`config.mk`:
```
export PLATFORM = sky130hd
export DESIGN_NAME = apgc_top
export DESIGN_NICKNAME = d
export VERILOG_FILES = /design/src/apgc_pkg.sv /design/src/apgc_top.sv
export SDC_FILE = /design/constraint.sdc
export NUM_CORES = 1
export LEC_CHECK = 0
export BUFFER_PORTS_ARGS = -buffer_cell sky130_fd_sc_hd__buf_2
export CAP_MARGIN = 20
export CELL_PAD_IN_SITES_DETAIL_PLACEMENT = 1
export CELL_PAD_IN_SITES_GLOBAL_PLACEMENT = 1
export CORE_MARGIN = 1.5
export CORE_UTILIZATION = 30
export DETAILED_ROUTE_END_ITERATION = 10
export PLACE_DENSITY = 0.67
export SLEW_MARGIN = 25
export SYNTH_ARGS = -nofsm -noshare
export SYNTH_HDL_FRONTEND = slang
export SYNTH_SLANG_ARGS = --single-unit
```
`constraint.sdc`:
```
create_clock -name aclk -period 2.4 [get_ports aclk]
set_input_delay 0.72 -clock aclk [delete_from_list [all_inputs] [get_ports aclk]]
set_output_delay 0.72 -clock aclk [all_outputs]
set_load 0.03 [all_outputs]
```
`src/apgc_pkg.sv`:
```
// package for the auxiliary pin gpio and clock select block
// assumes an axi4-lite slave with 32-bit data, registers one per aligned word
package apgc_pkg;
	// register indices as printed, byte address is four times the index
	localparam logic [7:0] IDX_CTRL_PIN = 8'h64;
	localparam logic [7:0] IDX_MF_PIN = 8'h65;
	localparam logic [7:0] IDX_CLK_SEL = 8'h66;
	localparam int ADDR_W = 12;
	localparam logic [ADDR_W-1:0] ADDR_CTRL_PIN = {2'h0, IDX_CTRL_PIN, 2'h0};
	localparam logic [ADDR_W-1:0] ADDR_MF_PIN = {2'h0, IDX_MF_PIN, 2'h0};
	localparam logic [ADDR_W-1:0] ADDR_CLK_SEL = {2'h0, IDX_CLK_SEL, 2'h0};
	// field positions of the control-pin register
	localparam int DATA_MODE_HI = 7;
	localparam int DATA_MODE_LO = 6;
	localparam int DATA_OUT_BIT = 5;
	localparam int DATA_IN_BIT = 4;
	localparam int CLK_MODE_HI = 3;
	localparam int CLK_MODE_LO = 2;
	localparam int CLK_OUT_BIT = 1;
	localparam int CLK_IN_BIT = 0;
	// field positions of the multifunction-pin register
	localparam int STRAP0_BIT = 7;
	localparam int STRAP1_BIT = 6;
	localparam int MF4_IN_EN_BIT = 5;
	localparam int MF4_SDATA_EN_BIT = 4;
	localparam int MF4_IN_BIT = 3;
	localparam int MF3_OUT_EN_BIT = 2;
	localparam int MF3_OUT_BIT = 1;
	localparam int CORE_SRC_BIT = 0;
	// field positions of the clock select register
	localparam int DIV_SRC_HI = 7;
	localparam int DIV_SRC_LO = 6;
	localparam int PLL_SRC_HI = 5;
	localparam int PLL_SRC_LO = 4;
	localparam int PLL_N_HI = 3;
	localparam int PLL_N_LO = 0;
	// pin modes and clock sources
	localparam logic [1:0] MODE_NONE = 2'h0;
	localparam logic [1:0] MODE_INPUT = 2'h1;
	localparam logic [1:0] MODE_OUTPUT = 2'h2;
	localparam logic [1:0] SRC_MASTER = 2'h0;
	localparam logic [1:0] SRC_GPIO = 2'h1;
	localparam logic [1:0] SRC_BITCLK = 2'h2;
	localparam logic [1:0] CODE_RESERVED = 2'h3;
	// reset values
	localparam logic [7:0] RST_CTRL_PIN = 8'h00;
	localparam logic [7:0] RST_MF_PIN = 8'h00;
	localparam logic [3:0] RST_PLL_N = 4'h2;
	localparam logic [1:0] RST_SRC = 2'h0;
	// interface select levels
	localparam logic SEL_FOUR_WIRE = 1'b1;
	localparam logic SEL_TWO_WIRE = 1'b0;
	// pll divide values for the two wrapped codes, then the bus response codes
	localparam logic [4:0] PLL_N_CODE0 = 5'h10;
	localparam logic [4:0] PLL_N_CODE1 = 5'h11;
	localparam logic [1:0] RESP_OKAY = 2'h0;
	localparam logic [1:0] RESP_SLVERR = 2'h2;
endpackage

```
`src/apgc_top.sv`:
```
// auxiliary pin gpio, address strap status and clock source selection
// assumes pins synchronous to aclk, external pull-ups on the open-drain pins
`timescale 1ns/1ps
module apgc_top (
	input wire logic aclk,
	input wire logic aresetn,
	input wire logic [11:0] s_axi_awaddr,
	input wire logic [2:0] s_axi_awprot,
	input wire logic s_axi_awvalid,
	output logic s_axi_awready,
	input wire logic [31:0] s_axi_wdata,
	input wire logic [3:0] s_axi_wstrb,
	input wire logic s_axi_wvalid,
	output logic s_axi_wready,
	output logic [1:0] s_axi_bresp,
	output logic s_axi_bvalid,
	input wire logic s_axi_bready,
	input wire logic [11:0] s_axi_araddr,
	input wire logic [2:0] s_axi_arprot,
	input wire logic s_axi_arvalid,
	output logic s_axi_arready,
	output logic [31:0] s_axi_rdata,
	output logic [1:0] s_axi_rresp,
	output logic s_axi_rvalid,
	input wire logic s_axi_rready,
	input wire logic interface_select,
	input wire logic data_pin_in,
	output logic data_pin_out,
	output logic data_pin_oe,
	input wire logic clock_pin_in,
	output logic clock_pin_out,
	output logic clock_pin_oe,
	input wire logic multifunction_pin_first,
	input wire logic multifunction_pin_second,
	output logic multifunction_pin_third,
	output logic multifunction_pin_third_oe,
	input wire logic multifunction_pin_fourth,
	output logic audio_serial_data_in,
	output logic audio_serial_data_en,
	output logic core_clock_from_plain,
	output logic [1:0] plain_divider_input_sel,
	output logic [1:0] pll_reference_input_sel,
	output logic [4:0] pll_divide_value
);
	// register storage and bus state
	logic [7:0] ctrl_cfg, next_ctrl_cfg;
	logic [7:0] mf_cfg, next_mf_cfg;
	logic [7:0] clk_cfg, next_clk_cfg;
	logic [1:0] strap, next_strap;
	logic strap_taken, next_strap_taken;
	logic aw_held, next_aw_held;
	logic w_held, next_w_held;
	logic [11:0] aw_addr, next_aw_addr;
	logic [31:0] w_data, next_w_data;
	logic w_lane0, next_w_lane0;
	logic bvalid, next_bvalid;
	logic [1:0] bresp, next_bresp;
	logic rvalid, next_rvalid;
	logic [1:0] rresp, next_rresp;
	logic [31:0] rdata, next_rdata;
	// synchroniser stages for sensed pins
	logic [2:0] sync_a, sync_b;
	// pin drive registers
	logic data_oe_q, next_data_oe_q;
	logic clk_oe_q, next_clk_oe_q;
	logic mf3_q, next_mf3_q;
	logic mf3_oe_q, next_mf3_oe_q;
	logic sdata_q, next_sdata_q;
	logic sdata_en_q, next_sdata_en_q;
	logic [4:0] pll_div_q, next_pll_div_q;

	// ready outputs kept in their own flops
	logic awready_q, next_awready_q;
	logic wready_q, next_wready_q;
	logic arready_q, next_arready_q;

	// decode pll N code to divide value
	function automatic logic [4:0] apgc_pll_n(input logic [3:0] code);
		if (code == 4'h0) begin
			apgc_pll_n = apgc_pkg::PLL_N_CODE0;
		end else if (code == 4'h1) begin
			apgc_pll_n = apgc_pkg::PLL_N_CODE1;
		end else begin
			apgc_pll_n = {1'b0, code};
		end
	endfunction

	// reserved two-bit codes are refused and the old field is kept
	function automatic logic apgc_reserved(input logic [1:0] code);
		apgc_reserved = (code == apgc_pkg::CODE_RESERVED);
	endfunction

	// address match helper
	function automatic logic [1:0] apgc_decode(input logic [11:0] addr);
		if (addr == apgc_pkg::ADDR_CTRL_PIN) begin
			apgc_decode = 2'h1;
		end else if (addr == apgc_pkg::ADDR_MF_PIN) begin
			apgc_decode = 2'h2;
		end else if (addr == apgc_pkg::ADDR_CLK_SEL) begin
			apgc_decode = 2'h3;
		end else begin
			apgc_decode = 2'h0;
		end
	endfunction

	// two-stage synchroniser for the sensed pins
	always_ff @(posedge aclk) begin
		if (!aresetn) begin
			sync_a <= 3'h0;
			sync_b <= 3'h0;
		end else begin
			sync_a <= {multifunction_pin_fourth, clock_pin_in, data_pin_in};
			sync_b <= sync_a;
		end
	end

	// strap capture on the first cycle after reset release
	always_comb begin
		next_strap = strap;
		next_strap_taken = 1'b1;
		if (!strap_taken) begin
			next_strap = {multifunction_pin_second, multifunction_pin_first};
		end
	end

	// write channel handling and register updates
	always_comb begin
		next_aw_held = aw_held;
		next_w_held = w_held;
		next_aw_addr = aw_addr;
		next_w_data = w_data;
		next_w_lane0 = w_lane0;
		next_bvalid = bvalid;
		next_bresp = bresp;
		next_ctrl_cfg = ctrl_cfg;
		next_mf_cfg = mf_cfg;
		next_clk_cfg = clk_cfg;
		if (s_axi_awvalid && !aw_held) begin
			next_aw_held = 1'b1;
			next_aw_addr = s_axi_awaddr;
		end
		if (s_axi_wvalid && !w_held) begin
			next_w_held = 1'b1;
			next_w_data = s_axi_wdata;
			next_w_lane0 = s_axi_wstrb[0];
		end
		if (bvalid && s_axi_bready) begin
			next_bvalid = 1'b0;
		end
		if (aw_held && w_held && !bvalid) begin
			next_aw_held = 1'b0;
			next_w_held = 1'b0;
			next_bvalid = 1'b1;
			next_bresp = apgc_pkg::RESP_OKAY;
			if (apgc_decode(aw_addr) == 2'h1) begin
				if (w_lane0) begin
					// reserved mode 11 is refused and keeps the old mode
					if (!apgc_reserved(w_data[apgc_pkg::DATA_MODE_HI:apgc_pkg::DATA_MODE_LO])) begin
						next_ctrl_cfg[apgc_pkg::DATA_MODE_HI:apgc_pkg::DATA_MODE_LO] =
							w_data[apgc_pkg::DATA_MODE_HI:apgc_pkg::DATA_MODE_LO];
					end
					next_ctrl_cfg[apgc_pkg::DATA_OUT_BIT] = w_data[apgc_pkg::DATA_OUT_BIT];
					if (!apgc_reserved(w_data[apgc_pkg::CLK_MODE_HI:apgc_pkg::CLK_MODE_LO])) begin
						next_ctrl_cfg[apgc_pkg::CLK_MODE_HI:apgc_pkg::CLK_MODE_LO] =
							w_data[apgc_pkg::CLK_MODE_HI:apgc_pkg::CLK_MODE_LO];
					end
					next_ctrl_cfg[apgc_pkg::CLK_OUT_BIT] = w_data[apgc_pkg::CLK_OUT_BIT];
				end
			end else if (apgc_decode(aw_addr) == 2'h2) begin
				if (w_lane0) begin
					next_mf_cfg[apgc_pkg::MF4_IN_EN_BIT] = w_data[apgc_pkg::MF4_IN_EN_BIT];
					next_mf_cfg[apgc_pkg::MF4_SDATA_EN_BIT] =
						w_data[apgc_pkg::MF4_SDATA_EN_BIT];
					next_mf_cfg[apgc_pkg::MF3_OUT_EN_BIT] = w_data[apgc_pkg::MF3_OUT_EN_BIT];
					next_mf_cfg[apgc_pkg::MF3_OUT_BIT] = w_data[apgc_pkg::MF3_OUT_BIT];
					next_mf_cfg[apgc_pkg::CORE_SRC_BIT] = w_data[apgc_pkg::CORE_SRC_BIT];
				end
			end else if (apgc_decode(aw_addr) == 2'h3) begin
				if (w_lane0) begin
					if (!apgc_reserved(w_data[apgc_pkg::DIV_SRC_HI:apgc_pkg::DIV_SRC_LO])) begin
						next_clk_cfg[apgc_pkg::DIV_SRC_HI:apgc_pkg::DIV_SRC_LO] =
							w_data[apgc_pkg::DIV_SRC_HI:apgc_pkg::DIV_SRC_LO];
					end
					if (!apgc_reserved(w_data[apgc_pkg::PLL_SRC_HI:apgc_pkg::PLL_SRC_LO])) begin
						next_clk_cfg[apgc_pkg::PLL_SRC_HI:apgc_pkg::PLL_SRC_LO] =
							w_data[apgc_pkg::PLL_SRC_HI:apgc_pkg::PLL_SRC_LO];
					end
					next_clk_cfg[apgc_pkg::PLL_N_HI:apgc_pkg::PLL_N_LO] =
						w_data[apgc_pkg::PLL_N_HI:apgc_pkg::PLL_N_LO];
				end
			end else begin
				next_bresp = apgc_pkg::RESP_SLVERR;
			end
		end
		// ready again once the held item has been used
		next_awready_q = !next_aw_held;
		next_wready_q = !next_w_held;
	end

	// read channel: one read at a time, answered one cycle after address
	always_comb begin
		next_rvalid = rvalid;
		next_rresp = rresp;
		next_rdata = rdata;
		if (rvalid && s_axi_rready) begin
			next_rvalid = 1'b0;
		end
		if (s_axi_arvalid && !rvalid) begin
			next_rvalid = 1'b1;
			next_rresp = apgc_pkg::RESP_OKAY;
			next_rdata = 32'h0000_0000;
			if (apgc_decode(s_axi_araddr) == 2'h1) begin
				next_rdata[7:0] = ctrl_cfg;
				if (interface_select == apgc_pkg::SEL_FOUR_WIRE) begin
					if (ctrl_cfg[apgc_pkg::DATA_MODE_HI:apgc_pkg::DATA_MODE_LO] ==
						apgc_pkg::MODE_INPUT) begin
						next_rdata[apgc_pkg::DATA_IN_BIT] = sync_b[0];
					end
					if (ctrl_cfg[apgc_pkg::CLK_MODE_HI:apgc_pkg::CLK_MODE_LO] ==
						apgc_pkg::MODE_INPUT) begin
						next_rdata[apgc_pkg::CLK_IN_BIT] = sync_b[1];
					end
				end
			end else if (apgc_decode(s_axi_araddr) == 2'h2) begin
				next_rdata[7:0] = mf_cfg;
				if (interface_select == apgc_pkg::SEL_TWO_WIRE) begin
					next_rdata[apgc_pkg::STRAP0_BIT] = strap[1];
					next_rdata[apgc_pkg::STRAP1_BIT] = strap[0];
					if (mf_cfg[apgc_pkg::MF4_IN_EN_BIT]) begin
						next_rdata[apgc_pkg::MF4_IN_BIT] = sync_b[2];
					end
				end
			end else if (apgc_decode(s_axi_araddr) == 2'h3) begin
				next_rdata[7:0] = clk_cfg;
			end else begin
				next_rresp = apgc_pkg::RESP_SLVERR;
			end
		end
		// no new read address while an answer stands
		next_arready_q = !next_rvalid;
	end

	// pin drive: control-bus pins are open drain, oe high only to pull low
	always_comb begin
		next_data_oe_q = 1'b0;
		next_clk_oe_q = 1'b0;
		next_mf3_q = 1'b0;
		next_mf3_oe_q = 1'b0;
		next_sdata_q = 1'b0;
		next_sdata_en_q = 1'b0;
		if (interface_select == apgc_pkg::SEL_FOUR_WIRE) begin
			if (ctrl_cfg[apgc_pkg::DATA_MODE_HI:apgc_pkg::DATA_MODE_LO] ==
				apgc_pkg::MODE_OUTPUT) begin
				next_data_oe_q = !ctrl_cfg[apgc_pkg::DATA_OUT_BIT];
			end
			if (ctrl_cfg[apgc_pkg::CLK_MODE_HI:apgc_pkg::CLK_MODE_LO] ==
				apgc_pkg::MODE_OUTPUT) begin
				next_clk_oe_q = !ctrl_cfg[apgc_pkg::CLK_OUT_BIT];
			end
		end
		if (interface_select == apgc_pkg::SEL_TWO_WIRE) begin
			// the third pin is push-pull, unlike the two control-bus pins
			if (mf_cfg[apgc_pkg::MF3_OUT_EN_BIT]) begin
				next_mf3_oe_q = 1'b1;
				next_mf3_q = mf_cfg[apgc_pkg::MF3_OUT_BIT];
			end
			if (mf_cfg[apgc_pkg::MF4_SDATA_EN_BIT]) begin
				next_sdata_en_q = 1'b1;
				next_sdata_q = multifunction_pin_fourth;
			end
		end
		next_pll_div_q = apgc_pll_n(clk_cfg[apgc_pkg::PLL_N_HI:apgc_pkg::PLL_N_LO]);
	end

	// register all state but the synchroniser stages
	always_ff @(posedge aclk) begin
		if (!aresetn) begin
			ctrl_cfg <= apgc_pkg::RST_CTRL_PIN;
			mf_cfg <= apgc_pkg::RST_MF_PIN;
			clk_cfg <= {apgc_pkg::RST_SRC, apgc_pkg::RST_SRC, apgc_pkg::RST_PLL_N};
			strap <= 2'h0;
			strap_taken <= 1'b0;
			aw_held <= 1'b0;
			w_held <= 1'b0;
			aw_addr <= 12'h000;
			w_data <= 32'h0000_0000;
			w_lane0 <= 1'b0;
			bvalid <= 1'b0;
			bresp <= apgc_pkg::RESP_OKAY;
			rvalid <= 1'b0;
			rresp <= apgc_pkg::RESP_OKAY;
			rdata <= 32'h0000_0000;
			data_oe_q <= 1'b0;
			clk_oe_q <= 1'b0;
			mf3_q <= 1'b0;
			mf3_oe_q <= 1'b0;
			sdata_q <= 1'b0;
			sdata_en_q <= 1'b0;
			pll_div_q <= apgc_pkg::PLL_N_CODE0;
			// ready flops leave reset high so a request may come at once
			awready_q <= 1'b1;
			wready_q <= 1'b1;
			arready_q <= 1'b1;
		end else begin
			ctrl_cfg <= next_ctrl_cfg;
			mf_cfg <= next_mf_cfg;
			clk_cfg <= next_clk_cfg;
			strap <= next_strap;
			strap_taken <= next_strap_taken;
			aw_held <= next_aw_held;
			w_held <= next_w_held;
			aw_addr <= next_aw_addr;
			w_data <= next_w_data;
			w_lane0 <= next_w_lane0;
			bvalid <= next_bvalid;
			bresp <= next_bresp;
			rvalid <= next_rvalid;
			rresp <= next_rresp;
			rdata <= next_rdata;
			data_oe_q <= next_data_oe_q;
			clk_oe_q <= next_clk_oe_q;
			mf3_q <= next_mf3_q;
			mf3_oe_q <= next_mf3_oe_q;
			sdata_q <= next_sdata_q;
			sdata_en_q <= next_sdata_en_q;
			pll_div_q <= next_pll_div_q;
			awready_q <= next_awready_q;
			wready_q <= next_wready_q;
			arready_q <= next_arready_q;
		end
	end

	// outputs straight from flip-flops, data_pin_out and clock_pin_out tied low
	assign s_axi_awready = awready_q;
	assign s_axi_wready = wready_q;
	assign s_axi_bvalid = bvalid;
	assign s_axi_bresp = bresp;
	assign s_axi_arready = arready_q;
	assign s_axi_rvalid = rvalid;
	assign s_axi_rresp = rresp;
	assign s_axi_rdata = rdata;
	assign data_pin_out = 1'b0;
	assign data_pin_oe = data_oe_q;
	assign clock_pin_out = 1'b0;
	assign clock_pin_oe = clk_oe_q;
	assign multifunction_pin_third = mf3_q;
	assign multifunction_pin_third_oe = mf3_oe_q;
	assign audio_serial_data_in = sdata_q;
	assign audio_serial_data_en = sdata_en_q;
	assign core_clock_from_plain = mf_cfg[apgc_pkg::CORE_SRC_BIT];
	assign plain_divider_input_sel = clk_cfg[apgc_pkg::DIV_SRC_HI:apgc_pkg::DIV_SRC_LO];
	assign pll_reference_input_sel = clk_cfg[apgc_pkg::PLL_SRC_HI:apgc_pkg::PLL_SRC_LO];
	assign pll_divide_value = pll_div_q;
endmodule

```
# Word level (Yosys, flattened, before mapping)
# Cells that the tools add are included.
dict set report op_classes {
  bitwise 8
  muxes 46
  eq_ne 20
  n_reduce_logical 32
}
# operator n
set op_table {}
lappend op_table {{$eq 12x9->1 const B} 6}
lappend op_table {{$mux 2} 25}
lappend op_table {{$mux 8} 3}
lappend op_table {{$eq 2x2->1 const B} 9}
lappend op_table {{$mux 1} 17}
lappend op_table {{$reduce_and 4->1} 3}
lappend op_table {{$reduce_and 6->1} 2}
lappend op_table {{$logic_not 1->1} 9}
lappend op_table {{$reduce_and 3->1} 3}
lappend op_table {{$reduce_or 3->1} 3}
lappend op_table {{$eq 2x1->1 const B} 4}
lappend op_table {{$not 1->1} 8}
lappend op_table {{$logic_and 1x1->1} 7}
lappend op_table {{$mux 5} 1}
lappend op_table {{$reduce_and 5->1} 1}
lappend op_table {{$eq 4x1->1 const B} 1}
lappend op_table {{$logic_not 4->1} 1}
lappend op_table {{$reduce_or 2->1} 2}
lappend op_table {{$reduce_bool 2->1} 1}
dict set report totals {
  inputBits 79
  elab_cells 138
  reg_bits 79
  out_inout_bits 59
}

# Longest topological paths before layout
dict set report logic_depth {
  word_depth 16
  depth_mapped 5
  ltp_nobuf 4
}

# Least setup slack after synthesis
# No wires, ideal clock.
dict set report synth_timing {
  path_kind {input -> register}
  start {in s_axi_araddr[9]}
  end {reg rdata[6] (netlist: s_axi_rdata[6])}
  required_ps 2313
  slack_ps 584
  stages 4
  setup_time_ps 87
  arrival_ps 1729
  path_cell_list {or4b_4 > nor2_4 > nand4_4 > o31ai_1}
}
dict set report synth_via {
  elab_chain_cells 11
}
# element line_no
set synth_rtl {}
lappend synth_rtl {{from (decl)} apgc_top.sv:18} ;# input wire logic [11:0] s_axi_araddr,
lappend synth_rtl {{$eq 12x9->1} apgc_top.sv:99} ;# end else if (addr == apgc_pkg::ADDR_CLK_SEL) begin
lappend synth_rtl {{$mux 2} apgc_top.sv:99}
lappend synth_rtl {{$mux 2} apgc_top.sv:97} ;# end else if (addr == apgc_pkg::ADDR_MF_PIN) begin
lappend synth_rtl {{$mux 2 (*)} apgc_top.sv:95} ;# if (addr == apgc_pkg::ADDR_CTRL_PIN) begin
lappend synth_rtl {{$mux 2} apgc_top.sv:224} ;# end else if (apgc_decode(s_axi_araddr) == 2'h2) begin
lappend synth_rtl {{$mux 2} apgc_top.sv:212} ;# if (apgc_decode(s_axi_araddr) == 2'h1) begin
lappend synth_rtl {{$mux 2} apgc_top.sv:208} ;# if (s_axi_arvalid && !rvalid) begin
lappend synth_rtl {{$eq 2x2->1} apgc_top.sv:233} ;# end else if (apgc_decode(s_axi_araddr) == 2'h3) begin
lappend synth_rtl {{$mux 8} apgc_top.sv:233}
lappend synth_rtl {{$mux 8} apgc_top.sv:224}
lappend synth_rtl {{$mux 8 (*)} apgc_top.sv:212}
lappend synth_rtl {{to (signal assigned)} apgc_top.sv:319} ;# rdata <= next_rdata;
lappend synth_rtl {{to (decl)} apgc_top.sv:60} ;# logic [31:0] rdata, next_rdata;
# Every way passes the cells marked *; elsewhere a longest branch is shown, timed or not. The select of a mux whose other input is x is not followed.
# A chain may end at the register's enable or synchronous reset.

# Worst setup path after layout
dict set report layout_timing {
  start {in s_axi_araddr[9]}
  end {reg rdata[3] (netlist: s_axi_rdata[3])}
}
# Same word-level chain as after synthesis.

==> results.md <==
- CTS buffer count: 9
- Critical path fanouts, max: 8
- Mapped Cells: 339
- Rel. slew slack: 61.3%
- Die Ht: 107 µm
- Crit Path Category: primary input to register
- Startpoint types: primary input
- Clock Path Buffers: 2
- Global-route wire length before repair: 12400 µm
- Placed Area: 3630 µm²
- Setup crit end kind: register
- Synthesis-to-layout area growth: 19.1%
- Pin count of the biggest net entering global routing: 53
- Outcome: finished clean
- Total power: 2.77 mW
- Input/output buffers: 76
- # IOs: 138
- Cell variety after synth: 37
- Clock sink count: 77
- Primary FF master, synth: dfxtp_1
- Synth Area in Adders: 0%
- GRT overflow: 0
- Initial DRC count: 68
- CTS resizes: 0
- Max stage delay cell, worst path: or4b_4
- CP arrival: 1.98 ns
- Main combinational cell family by area after synthesis: simple AND/OR/NAND/NOR gates
- YS warnings: 0
- Vias in the first global route: 2522
- Final #Nets: 488
- Post-CTS setup buffer count: 0
- Final hold viol count: 0
- Share of cells above drive strength 1: 26.1%
- Worst-Margin Slew: 0.579 ns
- GP Congestion: 0.806
- Vias: 2455
- Slew Limit Fails: 0
- Post-DRT Antenna Nets: 0
- Simple-gate portion of the synthesized area: 25.0%
- Total track usage: 14.0%
- Register area share after synthesis: 47.4%
- Die Area: 11500 µm²
- Hold Slack: 0.439 ns
- Power per cell area: 716 nW/µm²
- H-tree depth: 3
- Final setup violation count: 0
- Mux cell area share after synthesis: 4.92%
- Required time of the critical path: 2.65 ns
- Initial antenna violation count: 0
- Design Area, Final: 3870 µm²
- Fin crit share: 72.0%
- Clock Tree Root: clkbuf_8
- Ys async rst share: 0%
- Mean post-synth cell area: 9.59 µm²
- Routed len/inst: 13.7 µm
- Mapped cell area: 3250 µm²
- Total of max-cap violations: 0
- Initial Util: 31.2%
- Core box area: 10400 µm²
- Post-synthesis xor/xnor area fraction: 0%
- CP cell instances: buf_2 -> or4b_4 -> nor2_4 -> nand4_4 -> o31ai_1
- Leak: 1.80 nW
- Post-synth EDFFs: 0
- Class of the worst hold path: register to register
- Setup TNS: 0 ns
- Via density: 4.46
- Largest stage delay, worst path: 0.55 ns
- Max VDD drop: 337 µV
- DP HPWL: 5710 µm
- Tmin final: 1.73 ns
- TritonRoute pass-1 iters: 4
- Die X: 107 µm
- RSZ-0062 raised after global routing: false
- CTS tree: done
- Fmax: 0.579 GHz
- DRC viols: 0
- Core Rows: 37
- Compound-Gate Fraction of Synth Area: 12.9%
- Flip-flop and latch count after synthesis: 77
- Total Wirelength: 7550 µm
- # diodes: 0
- Clock Skew: 0.0116 ns
- Worst-path clk slew: 0.09 ns
- Clock latency on the worst-skew pair: 0.34 ns
- Hold-fix buffers, CTS: 0
metal layers:
| metal | vias to the layer above | GRT usage [%] | routed length [µm] |
|---|---|---|---|
| met5 | - | 0 | 0 |
| met4 | 0 | 5.24 | 112 |
| met3 | 7 | 3.28 | 396 |
| met2 | 70 | 23.3 | 3540 |
| met1 | 1153 | 17.5 | 3500 |
| li1 | 1225 | - | - |
layout by cell type (no fill, tap or decap), drive strengths merged, types with 2 or more instances in the layout:
cell type,netlist,final
inv,5,5
a21oi,11,11
clkbuf,12,10
nor2b,17,17
clkinv,0,2
nor4bb,2,2
and4bb,2,2
o21ba,4,4
buf,34,78
a21boi,22,22
a22o,2,2
nand2,55,55
conb,1,28
and4b,4,4
o21bai,4,4
and3b,6,6
nand4,4,4
nand2b,5,5
mux2i,16,16
dfxtp,77,77
bufinv,0,3
and2,12,12
nor2,16,16
o21ai,11,11
o31ai,4,4
nor4b,5,5
worst paths after layout:
path                                         startpoint                     endpoint  slack (ns)  cells after the start
worst max register to register  aw_addr[5]$_SDFFE_PN0P_     ctrl_cfg[3]$_SDFFE_PN0P_        0.73                      4
worst max-delay path                    s_axi_araddr[9]  s_axi_rdata[3]$_SDFFE_PN0P_        0.67                      5
worst min-delay path               sync_a[1]$_SDFF_PN0_         sync_b[1]$_SDFF_PN0_        0.44                      1
worst min register to register     sync_a[1]$_SDFF_PN0_         sync_b[1]$_SDFF_PN0_        0.44                      1
worst max-delay path, delay by kind of cell:
kind                   cells  cell delay [ns]
AO/OA/AOI/OAI              1             0.32
AND/OR/NAND/NOR            3             0.83
buffers and inverters      1             0.10
cell families (layout without fill, tap and decap cells):
| family | count (synthesis) | after routing |
|---|---|---|
| buffers and inverters | 51 | 99 |
| AO/OA/AOI/OAI | 61 | 61 |
| flip-flops | 77 | 77 |
| other | 1 | 28 |
| AND/OR/NAND/NOR | 133 | 133 |
| multiplexers | 16 | 16 |
layout make-up:
class | count | area, µm²
multi-input cells | 238 | 1500
clock inverters | 6 | 111
well taps | 136 | 170
repair buffers | 78 | 408
inverters | 5 | 18.8
flip-flops and latches | 77 | 1540
fillers | 1264 | 6540
clock buffers | 10 | 128
through the flow:
stage | worst slack [ns] | cells | utilization (%)
final | 0.672 | 550 | 37.2
after global routing | 0.603 | 550 | 37.2
after floorplan | 0.584 | 366 | -
after CTS | 0.668 | 550 | 37.2
after global placement | 0.399 | 534 | 34.9
after detailed placement | 0.295 | 534 | 34.9
report_power, final:
part / switching (mW) / internal, mW / leakage (nW)
sequential: 0.0332 / 1.32 / 0.629
combinational: 0.171 / 0.0866 / 1.05
clock: 0.474 / 0.691 / 0.116
cell usage after synthesis (all sizes together), types with 2 or more instances:
cell | instances | area [µm²]
a21boi | 22 | 165
a21oi | 11 | 55.1
a22o | 2 | 17.5
and2 | 12 | 75.1
and3b | 6 | 52.6
and4b | 4 | 40.0
and4bb | 2 | 25.0
buf | 34 | 250
clkbuf | 12 | 46.3
dfxtp | 77 | 1540
inv | 5 | 18.8
mux2i | 16 | 160
nand2 | 55 | 206
nand2b | 5 | 31.3
nand4 | 4 | 67.6
nor2 | 16 | 67.6
nor2b | 17 | 106
nor4b | 5 | 73.8
nor4bb | 2 | 20.0
o21ai | 11 | 55.1
o21ba | 4 | 40.0
o21bai | 4 | 30.0
o31ai | 4 | 30.0
registers in the layout, indices dropped and copies added (netlist names), 2 cells and up:
signal and flops:
ctrl_cfg 6, clk_cfg 8, aw_addr 12, w_data 8, pll_divide_value 5, sync_b 3, mf_cfg 5, sync_a 3
strap 2, s_axi_rdata 8
Note: power is estimated with default switching activity, not from simulation.
